[config.mk]
export PLATFORM = sky130hd
export DESIGN_NAME = dlct_timer
export DESIGN_NICKNAME = d
export VERILOG_FILES = /design/src/dlct_pkg.sv /design/src/dlct_timer.sv
export VERILOG_INCLUDE_DIRS = /design/src /design/src/src
export SDC_FILE = /design/constraint.sdc
export NUM_CORES = 1
export LEC_CHECK = 0
export BUFFER_PORTS_ARGS = -buffer_cell sky130_fd_sc_hd__buf_2
export CAP_MARGIN = 20
export CORE_MARGIN = 8
export CORE_UTILIZATION = 62
export DETAILED_ROUTE_END_ITERATION = 8
export GPL_TIMING_DRIVEN = 1
export MAX_ROUTING_LAYER = met4
export PLACE_DENSITY = 0.91
export SYNTH_ARGS = -nofsm -noshare
export SYNTH_HDL_FRONTEND = slang
export SYNTH_SLANG_ARGS = --single-unit
[constraint.sdc]
create_clock -name clk -period 7.3 [get_ports clk]
set_clock_uncertainty 0.15 [all_clocks]
set_input_delay 0.73 -clock clk [delete_from_list [all_inputs] [get_ports clk]]
set_output_delay 0.73 -clock clk [all_outputs]
set_load 0.02 [all_outputs]
[src/dlct_regs.svh]
// register offsets, field positions, reset values and divider counts of the dual counter/timer
`ifndef DLCT_REGS_SVH
`define DLCT_REGS_SVH

`define DLCT_OFF_CLKCFG   8'h00
`define DLCT_OFF_RUNSTAT  8'h04
`define DLCT_OFF_MODECFG  8'h08
`define DLCT_OFF_T0LO     8'h0c
`define DLCT_OFF_T1LO     8'h10
`define DLCT_OFF_T0HI     8'h14
`define DLCT_OFF_T1HI     8'h18
`define DLCT_OFF_IRQCFG   8'h1c

`define DLCT_RST_BYTE     8'h00
`define DLCT_RST_IRQCFG   4'h0

// timer_clock_config fields
`define DLCT_CK_T3HI      7
`define DLCT_CK_T3LO      6
`define DLCT_CK_T2HI      5
`define DLCT_CK_T2LO      4
`define DLCT_CK_T1SEL     3
`define DLCT_CK_T0SEL     2
`define DLCT_CK_PRE_HI    1
`define DLCT_CK_PRE_LO    0

// timer_run_status fields
`define DLCT_RS_TF1       7
`define DLCT_RS_TR1       6
`define DLCT_RS_TF0       5
`define DLCT_RS_TR0       4

// timer_mode_config fields
`define DLCT_MD_GATE1     7
`define DLCT_MD_CT1       6
`define DLCT_MD_M1_HI     5
`define DLCT_MD_M1_LO     4
`define DLCT_MD_FIRST_GATE_ENABLE     3
`define DLCT_MD_CT0       2
`define DLCT_MD_M0_HI     1
`define DLCT_MD_M0_LO     0

// interrupt enable / input polarity fields
`define DLCT_IC_ET0       0
`define DLCT_IC_ET1       1
`define DLCT_IC_POLA      2
`define DLCT_IC_POLB      3

// prescaler terminal counts (divide minus one)
`define DLCT_DIV12_LAST   6'd11
`define DLCT_DIV4_LAST    6'd3
`define DLCT_DIV48_LAST   6'd47
`define DLCT_DIV8_LAST    3'd7

`define DLCT_ALL_ONES8    8'hff

`endif

[src/dlct_pkg.sv]
// types shared by the dual counter/timer
`default_nettype none
package dlct_pkg;

  typedef enum logic [1:0] {
    DLCT_MODE13  = 2'b00,
    DLCT_MODE16  = 2'b01,
    DLCT_MODE8AR = 2'b10,
    DLCT_SPLIT   = 2'b11
  } dlct_mode_t;

  typedef enum logic [1:0] {
    DLCT_PRE12  = 2'b00,
    DLCT_PRE4   = 2'b01,
    DLCT_PRE48  = 2'b10,
    DLCT_PREEXT = 2'b11
  } dlct_pre_t;

  typedef struct packed {
    logic [7:0]  clkCfg;
    logic [7:0]  runStat;
    logic [7:0]  modeCfg;
    logic [7:0]  t0Lo;
    logic [7:0]  t0Hi;
    logic [7:0]  t1Lo;
    logic [7:0]  t1Hi;
    logic [3:0]  irqCfg;
    logic        ack;
    logic [31:0] rdata;
    logic [5:0]  preCnt;
    logic [2:0]  extDiv;
    logic        extSync1;
    logic        extSync2;
    logic        extPrev;
    logic        pinAPrev;
    logic        pinBPrev;
    logic        t1OvfPulse;
  } dlct_state_t;

endpackage : dlct_pkg
`default_nettype wire

[src/dlct_timer.sv]
// dual counter/timer with shared prescaler behind a classic wishbone slave
// What this block does
// - third timer high-byte select 1 picks system clock, else its own source; split only
// - first timer select: 1 system clock, 0 prescaled; ignored when counting pin events
// - prescale field: /12, /4, /48, or external clock /8 synchronised
// - each timer holds a 16-bit count read and written as low and high bytes
// - 13-bit mode: high byte upper eight bits, low byte bits 4..0 lower five
// - 13-bit wrap from all ones sets overflow flag and interrupt if enabled
// - counter select 1 counts pin falling edges, 0 uses the selected clock
// - outside split mode, counts only while run is 1 and gate is 0 or external input active
// - setting run does not clear the count
// - second timer gated by second external input with its own polarity
// - mode 1 uses the full 16-bit count, wrapping all ones to zero
// - mode 2 low byte counts, reloads from unchanged high byte on wrap, sets flag
// - first timer mode 3 low byte uses first timer run, select, gate and flag
// - mode 3 high byte counts clock only, runs on second run bit, sets second flag
// - during split, second timer ignores pins, never sets its flag, still pulses overflow
// - during split, second timer runs in modes 0-2 and halts in mode 3
// - each overflow interrupt forwarded only when its enable bit is set
// - each timer takes its mode from its own two mode bits
// - overflow flags writable by software, cleared by hardware on interrupt vector
//
// Our own choices: the register offsets and the Wishbone register port.
`default_nettype none
`include "dlct_regs.svh"

module dlct_timer
  import dlct_pkg::*;
(
  input  wire logic        clk,
  input  wire logic        arst_n,
  input  wire logic [7:0]  adr_i,
  input  wire logic [31:0] dat_i,
  input  wire logic [3:0]  sel_i,
  input  wire logic        we_i,
  input  wire logic        cyc_i,
  input  wire logic        stb_i,
  output logic      [31:0] dat_o,
  output logic             ack_o,
  input  wire logic        first_count_pin,
  input  wire logic        second_count_pin,
  input  wire logic        ext_irq_input_a,
  input  wire logic        ext_irq_input_b,
  input  wire logic        extClk,
  input  wire logic        firstVectorTaken,
  input  wire logic        secondVectorTaken,
  output logic             firstTimerIrq,
  output logic             secondTimerIrq,
  output logic             secondTimerOvf,
  output logic             third_timer_hi_clk_sel,
  output logic             third_timer_lo_clk_sel,
  output logic             fourthTimerHiClkSel,
  output logic             fourthTimerLoClkSel
);

  dlct_state_t st;
  dlct_state_t next_st;

  // one step of a timer in modes 0..2; returns {overflow, high, low}
  function automatic logic [16:0] dlct_step(input dlct_mode_t m, input logic [7:0] lo,
                                            input logic [7:0] hi);
    logic [13:0] c13;
    logic [16:0] c16;
    logic [16:0] res;
    c13 = {1'b0, hi, lo[4:0]} + 14'h0001;
    c16 = {1'b0, hi, lo} + 17'h00001;
    res = {1'b0, hi, lo};
    unique case (m)
      DLCT_MODE13: begin
        // upper three low-byte bits are left as they are
        res = {c13[13], c13[12:5], lo[7:5], c13[4:0]};
      end
      DLCT_MODE16: begin
        res = c16;
      end
      DLCT_MODE8AR: begin
        if (lo == `DLCT_ALL_ONES8) begin
          res = {1'b1, hi, hi};
        end else begin
          res = {1'b0, hi, lo + 8'h01};
        end
      end
      DLCT_SPLIT: begin
        res = {1'b0, hi, lo};
      end
    endcase
    return res;
  endfunction : dlct_step

  logic       req;
  logic       wrLane;
  logic       preTick;
  logic       extRise;
  logic [1:0] pinNow;
  logic [1:0] pinLast;
  logic [1:0] gateIn;
  logic [1:0] gatePol;
  logic [1:0] gateOn;
  logic [1:0] pinFall;
  logic [1:0] gateOk;
  logic       t0Clk;
  logic       t1Clk;
  logic       t0Tick;
  logic       t1Tick;
  logic       t0HiTick;
  logic       split;
  logic [16:0] t0Res;
  logic [16:0] t1Res;
  logic       t0Ovf;
  logic       t1Ovf;
  logic       t0HiOvf;
  logic [5:0] preLast;
  dlct_mode_t m0;
  dlct_mode_t m1;
  dlct_pre_t  pre;

  // both timers condition their pin and gate inputs the same way
  assign pinNow  = {second_count_pin, first_count_pin};
  assign pinLast = {st.pinBPrev, st.pinAPrev};
  assign gateIn  = {ext_irq_input_b, ext_irq_input_a};
  assign gatePol = {st.irqCfg[`DLCT_IC_POLB], st.irqCfg[`DLCT_IC_POLA]};
  assign gateOn  = {st.modeCfg[`DLCT_MD_GATE1], st.modeCfg[`DLCT_MD_FIRST_GATE_ENABLE]};

  for (genvar g = 0; g < 2; g++) begin : g_tmr_in
    assign pinFall[g] = pinLast[g] & ~pinNow[g];
    assign gateOk[g]  = ~gateOn[g] | (gateIn[g] == gatePol[g]);
  end

  always_comb begin
    next_st = st;
    req     = cyc_i & stb_i & ~st.ack;
    wrLane  = req & we_i & sel_i[0];
    m0      = dlct_mode_t'(st.modeCfg[`DLCT_MD_M0_HI:`DLCT_MD_M0_LO]);
    m1      = dlct_mode_t'(st.modeCfg[`DLCT_MD_M1_HI:`DLCT_MD_M1_LO]);
    pre     = dlct_pre_t'(st.clkCfg[`DLCT_CK_PRE_HI:`DLCT_CK_PRE_LO]);
    split   = (m0 == DLCT_SPLIT);

    // shared prescaler
    next_st.extSync1 = extClk;
    next_st.extSync2 = st.extSync1;
    next_st.extPrev  = st.extSync2;
    extRise = st.extSync2 & ~st.extPrev;
    unique case (pre)
      DLCT_PRE12:  preLast = `DLCT_DIV12_LAST;
      DLCT_PRE4:   preLast = `DLCT_DIV4_LAST;
      DLCT_PRE48:  preLast = `DLCT_DIV48_LAST;
      DLCT_PREEXT: preLast = `DLCT_DIV12_LAST;
    endcase
    if (pre == DLCT_PREEXT) begin
      // external clock only reaches the timers after synchronising
      preTick = extRise & (st.extDiv == `DLCT_DIV8_LAST);
      next_st.preCnt = 6'd0;
      if (extRise) begin
        next_st.extDiv = st.extDiv + 3'd1;
      end
    end else begin
      preTick = (st.preCnt >= preLast);
      next_st.preCnt = preTick ? 6'd0 : st.preCnt + 6'd1;
      next_st.extDiv = 3'd0;
    end

    // pins are sampled once per clock; fast pulses are missed
    next_st.pinAPrev = first_count_pin;
    next_st.pinBPrev = second_count_pin;

    t0Clk = st.clkCfg[`DLCT_CK_T0SEL] ? 1'b1 : preTick;
    t1Clk = st.clkCfg[`DLCT_CK_T1SEL] ? 1'b1 : preTick;

    t0Tick = (st.modeCfg[`DLCT_MD_CT0] ? pinFall[0] : t0Clk) &
             st.runStat[`DLCT_RS_TR0] & gateOk[0];
    if (split) begin
      // timer 1 run follows its mode alone while timer 0 is split
      t1Tick = t1Clk & (m1 != DLCT_SPLIT);
    end else begin
      t1Tick = (st.modeCfg[`DLCT_MD_CT1] ? pinFall[1] : t1Clk) &
               st.runStat[`DLCT_RS_TR1] & gateOk[1];
    end
    t0HiTick = split & t0Clk & st.runStat[`DLCT_RS_TR1];

    // count updates; run bit never clears the count
    t0Res   = dlct_step(m0, st.t0Lo, st.t0Hi);
    t1Res   = dlct_step(m1, st.t1Lo, st.t1Hi);
    t0Ovf   = 1'b0;
    t0HiOvf = 1'b0;
    t1Ovf   = 1'b0;
    if (split) begin
      if (t0Tick) begin
        next_st.t0Lo = st.t0Lo + 8'h01;
        t0Ovf = (st.t0Lo == `DLCT_ALL_ONES8);
      end
      if (t0HiTick) begin
        next_st.t0Hi = st.t0Hi + 8'h01;
        t0HiOvf = (st.t0Hi == `DLCT_ALL_ONES8);
      end
    end else if (t0Tick) begin
      next_st.t0Lo = t0Res[7:0];
      next_st.t0Hi = t0Res[15:8];
      t0Ovf = t0Res[16];
    end
    if (t1Tick) begin
      next_st.t1Lo = t1Res[7:0];
      next_st.t1Hi = t1Res[15:8];
      t1Ovf = t1Res[16];
    end
    next_st.t1OvfPulse = t1Ovf;

    // software writes of bytes and registers
    if (wrLane) begin
      unique case (adr_i)
        `DLCT_OFF_CLKCFG:  next_st.clkCfg  = dat_i[7:0];
        `DLCT_OFF_RUNSTAT: next_st.runStat = dat_i[7:0];
        `DLCT_OFF_MODECFG: next_st.modeCfg = dat_i[7:0];
        `DLCT_OFF_T0LO:    next_st.t0Lo    = dat_i[7:0];
        `DLCT_OFF_T0HI:    next_st.t0Hi    = dat_i[7:0];
        `DLCT_OFF_T1LO:    next_st.t1Lo    = dat_i[7:0];
        `DLCT_OFF_T1HI:    next_st.t1Hi    = dat_i[7:0];
        `DLCT_OFF_IRQCFG:  next_st.irqCfg  = dat_i[3:0];
        default: ;
      endcase
    end
    // vector clears, then hardware set wins over any clear
    if (firstVectorTaken) begin
      next_st.runStat[`DLCT_RS_TF0] = 1'b0;
    end
    if (secondVectorTaken) begin
      next_st.runStat[`DLCT_RS_TF1] = 1'b0;
    end
    if (t0Ovf) begin
      next_st.runStat[`DLCT_RS_TF0] = 1'b1;
    end
    if (t0HiOvf | (t1Ovf & ~split)) begin
      next_st.runStat[`DLCT_RS_TF1] = 1'b1;
    end

    // read data captured with the acknowledge
    next_st.ack = req;
    if (req & ~we_i) begin
      unique case (adr_i)
        `DLCT_OFF_CLKCFG:  next_st.rdata = {24'h000000, st.clkCfg};
        `DLCT_OFF_RUNSTAT: next_st.rdata = {24'h000000, st.runStat};
        `DLCT_OFF_MODECFG: next_st.rdata = {24'h000000, st.modeCfg};
        `DLCT_OFF_T0LO:    next_st.rdata = {24'h000000, st.t0Lo};
        `DLCT_OFF_T0HI:    next_st.rdata = {24'h000000, st.t0Hi};
        `DLCT_OFF_T1LO:    next_st.rdata = {24'h000000, st.t1Lo};
        `DLCT_OFF_T1HI:    next_st.rdata = {24'h000000, st.t1Hi};
        `DLCT_OFF_IRQCFG:  next_st.rdata = {28'h0000000, st.irqCfg};
        default:           next_st.rdata = 32'h00000000;
      endcase
    end
  end

  always_ff @(posedge clk or negedge arst_n) begin
    if (!arst_n) begin
      st.ack        <= '0;
      st.rdata      <= '0;
      st.preCnt     <= '0;
      st.extDiv     <= '0;
      st.extSync1   <= '0;
      st.extSync2   <= '0;
      st.extPrev    <= '0;
      st.pinAPrev   <= '0;
      st.pinBPrev   <= '0;
      st.t1OvfPulse <= '0;
      st.clkCfg     <= `DLCT_RST_BYTE;
      st.runStat    <= `DLCT_RST_BYTE;
      st.modeCfg    <= `DLCT_RST_BYTE;
      st.t0Lo       <= `DLCT_RST_BYTE;
      st.t0Hi       <= `DLCT_RST_BYTE;
      st.t1Lo       <= `DLCT_RST_BYTE;
      st.t1Hi       <= `DLCT_RST_BYTE;
      st.irqCfg     <= `DLCT_RST_IRQCFG;
    end else begin
      st <= next_st;
    end
  end

  assign dat_o          = st.rdata;
  assign ack_o          = st.ack;
  assign firstTimerIrq  = st.runStat[`DLCT_RS_TF0] & st.irqCfg[`DLCT_IC_ET0];
  assign secondTimerIrq = st.runStat[`DLCT_RS_TF1] & st.irqCfg[`DLCT_IC_ET1];
  assign secondTimerOvf = st.t1OvfPulse;
  // the third and fourth timers live elsewhere; only their selects leave here
  assign third_timer_hi_clk_sel = st.clkCfg[`DLCT_CK_T2HI];
  assign third_timer_lo_clk_sel = st.clkCfg[`DLCT_CK_T2LO];
  assign fourthTimerHiClkSel    = st.clkCfg[`DLCT_CK_T3HI];
  assign fourthTimerLoClkSel    = st.clkCfg[`DLCT_CK_T3LO];

endmodule : dlct_timer
`default_nettype wire

# Yosys cells after proc, flatten, opt, wreduce, memory -nomap -nowiden
# Index checks and enable logic that the tools add are counted.
# totals
register_bits,108
output_inout_bits,40
wordCells,137
# classes
addsub,9
magnitude_cmp,1
eq_ne,24
muxes,38
n_bitwise,30
n_reduce_logical,15
# op_table
operator,n
$pmux W17 S4,1
$mux W8,8
$pmux W8 S8,1
$mux W52,1
$pmux W17 S3,1
$mux W16,3
$add A16 B1 Y17 const B,2
$mux W17,2
$eq A8 B5 Y1 const B,4
$add A13 B1 Y14 const B,2
$add A8 B1 Y8 const B,3
$eq A8 B8 Y1 const B,3
$and A1 B1 Y1,19
$pmux W6 S3,1
$eq A8 B4 Y1 const B,2
$mux W1,16
$eq A2 B2 Y1 const B,6
$reduce_and A2 Y1,6
$reduce_bool A3 Y1,4
$mux W9,1
$eq A8 B3 Y1 const B,1
$logic_not A8 Y1,1
$not A1 Y1,8
$add A6 B1 Y6 const B,1
12 further kinds,20

# Depth between registers and ports, before layout
# logic_depth
word_depth,15
ltp_mapped,9

# Least setup slack after synthesis
# Ideal clock, no wire load.
# synth_path
kind,register -> register
from,reg st (netlist bit pre[0])
to,reg st[73] (netlist bit)
arrival_time_ns,2.249
required_time_ns,7.024
path_slack_ns,4.775
stages_incl_launch_ff,10
cell_sequence,dfrtp_1 -> nand2b_1 -> ha_1 -> nand2_1 -> o211ai_2 -> o311a_1 -> buf_4 -> nand2_2 -> a31o_2 -> o32a_1
# synth_rtl
element,line,source
from (decl),dlct_timer.sv:56,dlct_state_t st;
from (signal assigned),dlct_timer.sv:273,st <= next_st;

==> results.json <==
{
  "whs_ps": 175,
  "finalPower_uw": 1260,
  "reg2reg_to": "st[73]",
  "cap_violations": 0,
  "slowest_stage": "o311a_1",
  "post-route-util_pct": 65.5,
  "start_util_pct": 62.9,
  "endpoint_kind": "flop",
  "antenna_left": 0,
  "overflow": 0,
  "cts_tree": "yes",
  "async_flop_share_pct": 100,
  "viasPerCell": 6.99,
  "fmax_mhz": 305,
  "synth_seq_cells": 84,
  "synthCells": 684,
  "crit_required_ps": 7400,
  "synth_fa_ha_area_share_pct": 2.49,
  "yosysTopAreaCell": "dfrtp_1",
  "drive_above_1_share_pct": 15.8,
  "synth.area.top_cells": "dfrtp_1 (35%), mux2_2 (5.2%), buf_4 (4.5%)",
  "path_max_fanout": 10,
  "hpwl_mm": 12.7,
  "yosys_warnings": 0,
  "critical_path.cell_chain": "nand2b_1 > ha_1 > nand2_1 > o211ai_2 > o311a_1 > nand2_2 > a31o_2 > o32a_1",
  "detail_route.drc_violations": 0,
  "syn_to_final_growth_pct": 4.15,
  "synth-compound-area-share_pct": 21.3,
  "period_needed_ps": 3280,
  "first_pass_iters": 5,
  "grt_pass1_wl_mm": 28.0,
  "setup_violations": 0,
  "hold_violations": 0,
  "synth_top_area_share_pct": 34.8,
  "core-area_um2": 9590,
  "clkSlewWorstSetupHoldPaths_ps": 90,
  "io_pins": 96,
  "numPortBuffers": 44,
  "grt_pass1_vias": 5293,
  "p_leak_uw": 0.00268,
  "drtIter0Drc": 742,
  "dieHeight_um": 115,
  "root_buffer": "clkbuf_8",
  "wl_per_cell_um": 21.6,
  "dp_slack_ps": 4120,
  "cts_buffers": 9,
  "rows": 36,
  "postCtsHoldBufs": 0,
  "rsz0062_at_grt": "false",
  "worst_slack_ps": 4020,
  "seq_area_frac_synth_pct": 34.8,
  "vias": 5770,
  "rr_worst_depth": 8,
  "cts_resized": 0,
  "reg2reg_from": "pre[0]",
  "slowest_delay_ps": 610,
  "post-route-period-util_pct": 44.9,
  "syn_area_um2": 6040,
  "yosysMostFrequentCell": "dfrtp_1",
  "rrSetupSlack_ps": 4020,
  "drt_wl_total_mm": 17.8,
  "synth_simple_gate_area_share_pct": 20.8,
  "nets": 755,
  "clock_path_buffers": 2,
  "hold_class": "input port to async pin",
  "antenna_found_initial": 0,
  "die_area_um2": 13200,
  "die_x_um": 115,
  "cp.arrival_ps": 3380,
  "synth_cell_type_count": 76,
  "cts.sinks": 84,
  "yosys-top-cells-count": "dfrtp_1 (84), nand2_1 (70), nor2_1 (49), o21ai_0 (48), buf_4 (36)",
  "tightest_slew_ps": 911,
  "power.density_nw_per_um2": 201,
  "grt_util_all_layers_pct": 27.8,
  "synth_xor_area_share_pct": 4.06,
  "worstSetupStartpointType": "flop",
  "synth_edf_count": 0,
  "crit_type": "flop to flop",
  "finalMaxSlewViolations": 0,
  "clock_latency_ps": 360,
  "status": "completed",
  "synthMuxAreaShare_pct": 8.29,
  "gp_routability_congestion": 0.993,
  "fin_setup_tns_ps": 0,
  "ys_dominant_reg_cell": "dfrtp_1",
  "relSlewSlack_pct": 39.1,
  "post_cts_buffers": 0,
  "antenna_cells": 0,
  "vdd_ir_drop_max_mv": 0.104,
  "synth_top_family_by_area": "compound AO/OA/AOI/OAI gates",
  "syn_avg_cell_area_um2": 8.83,
  "htreeDepth": 3,
  "grt_max_degree": 48
}
sequential cells by signal, summed over array words and instances (netlist names):
register / count
third_timer_lo_clk_sel: 1
pre: 2
ack_o: 1
dat_o: 8
pinLast: 2
next_st: 2
fourthTimerLoClkSel: 1
m1: 2
secondTimerOvf: 1
m0: 2
fourthTimerHiClkSel: 1
gatePol: 2
st: 56
gateOn: 2
third_timer_hi_clk_sel: 1
layout make-up:
cell class	count	area (um^2)
multi-input combinational	533	3530
clock buffer	9	124
tap	133	166
clock inverter	7	81.3
fill	776	3310
inverter	13	48.8
timing repair buffer	46	238
sequential	84	2100
cell usage in the layout (no fill, tap or decap), types with 11 or more instances in the layout:
| master | instances |
|---|---|
| nor2_1 | 49 |
| ha_1 | 12 |
| nand2_1 | 70 |
| o21ai_0 | 48 |
| dfrtp_1 | 84 |
| nand4_1 | 14 |
| nand3_1 | 22 |
| buf_2 | 43 |
| xnor2_1 | 17 |
| mux2i_1 | 14 |
| inv_1 | 13 |
| a22o_1 | 11 |
| nor3_1 | 12 |
| mux2_2 | 28 |
| conb_1 | 24 |
| and3_1 | 12 |
| a21oi_1 | 27 |
| xor2_1 | 11 |
cells by family after synthesis:
kind of cell / count (synthesis)
buf+inv: 90
simple gates: 242
fa+ha+maj: 12
mux: 44
other cells: 1
flops: 84
compound gates: 183
xor+xnor: 28
where the power goes:
group / internal [uW] / switching, uW / leakage [uW]
Sequential: 505 / 75.0 / 0.00109
Clock: 163 / 190 / 0.0000944
Combinational: 125 / 205 / 0.00150
critical path: cells and delay by family (launching register included):
kind            cells  cell delay, ps
compound gates      4            1750
flops               1             440
simple gates        3             480
fa+ha+maj           1             330
worst max-delay path by stage:
stage / slack [ps] / startpoint / endpoint
2_1_floorplan: 4780 / pre[0] / st[73]
3_3_place_gp: 4270 / pre[0] / st[72]
3_5_place_dp: 4120 / pre[0] / st[73]
4_1_cts: 4100 / pre[0] / st[73]
5_1_grt: 3950 / pre[0] / st[82]
6_report: 4020 / pre[0] / st[73]
routing by layer:
metal | vias up | GRT usage [%] | share of wire, %
met4 | 0 | 12.6 | 4.1
met2 | 459 | 40.7 | 44
met1 | 2748 | 36.3 | 39
li1 | 2487 | - | -
met3 | 76 | 5.91 | 13
met5 | - | - | 0
stage by stage:
step,instances,cell area [um^2]
finish,825,6290
detailed placement,809,6080
global placement,809,6080
floorplan,707,6120
global route,825,6290
CTS,825,6290
Note: power is estimated with default switching activity, not from simulation.
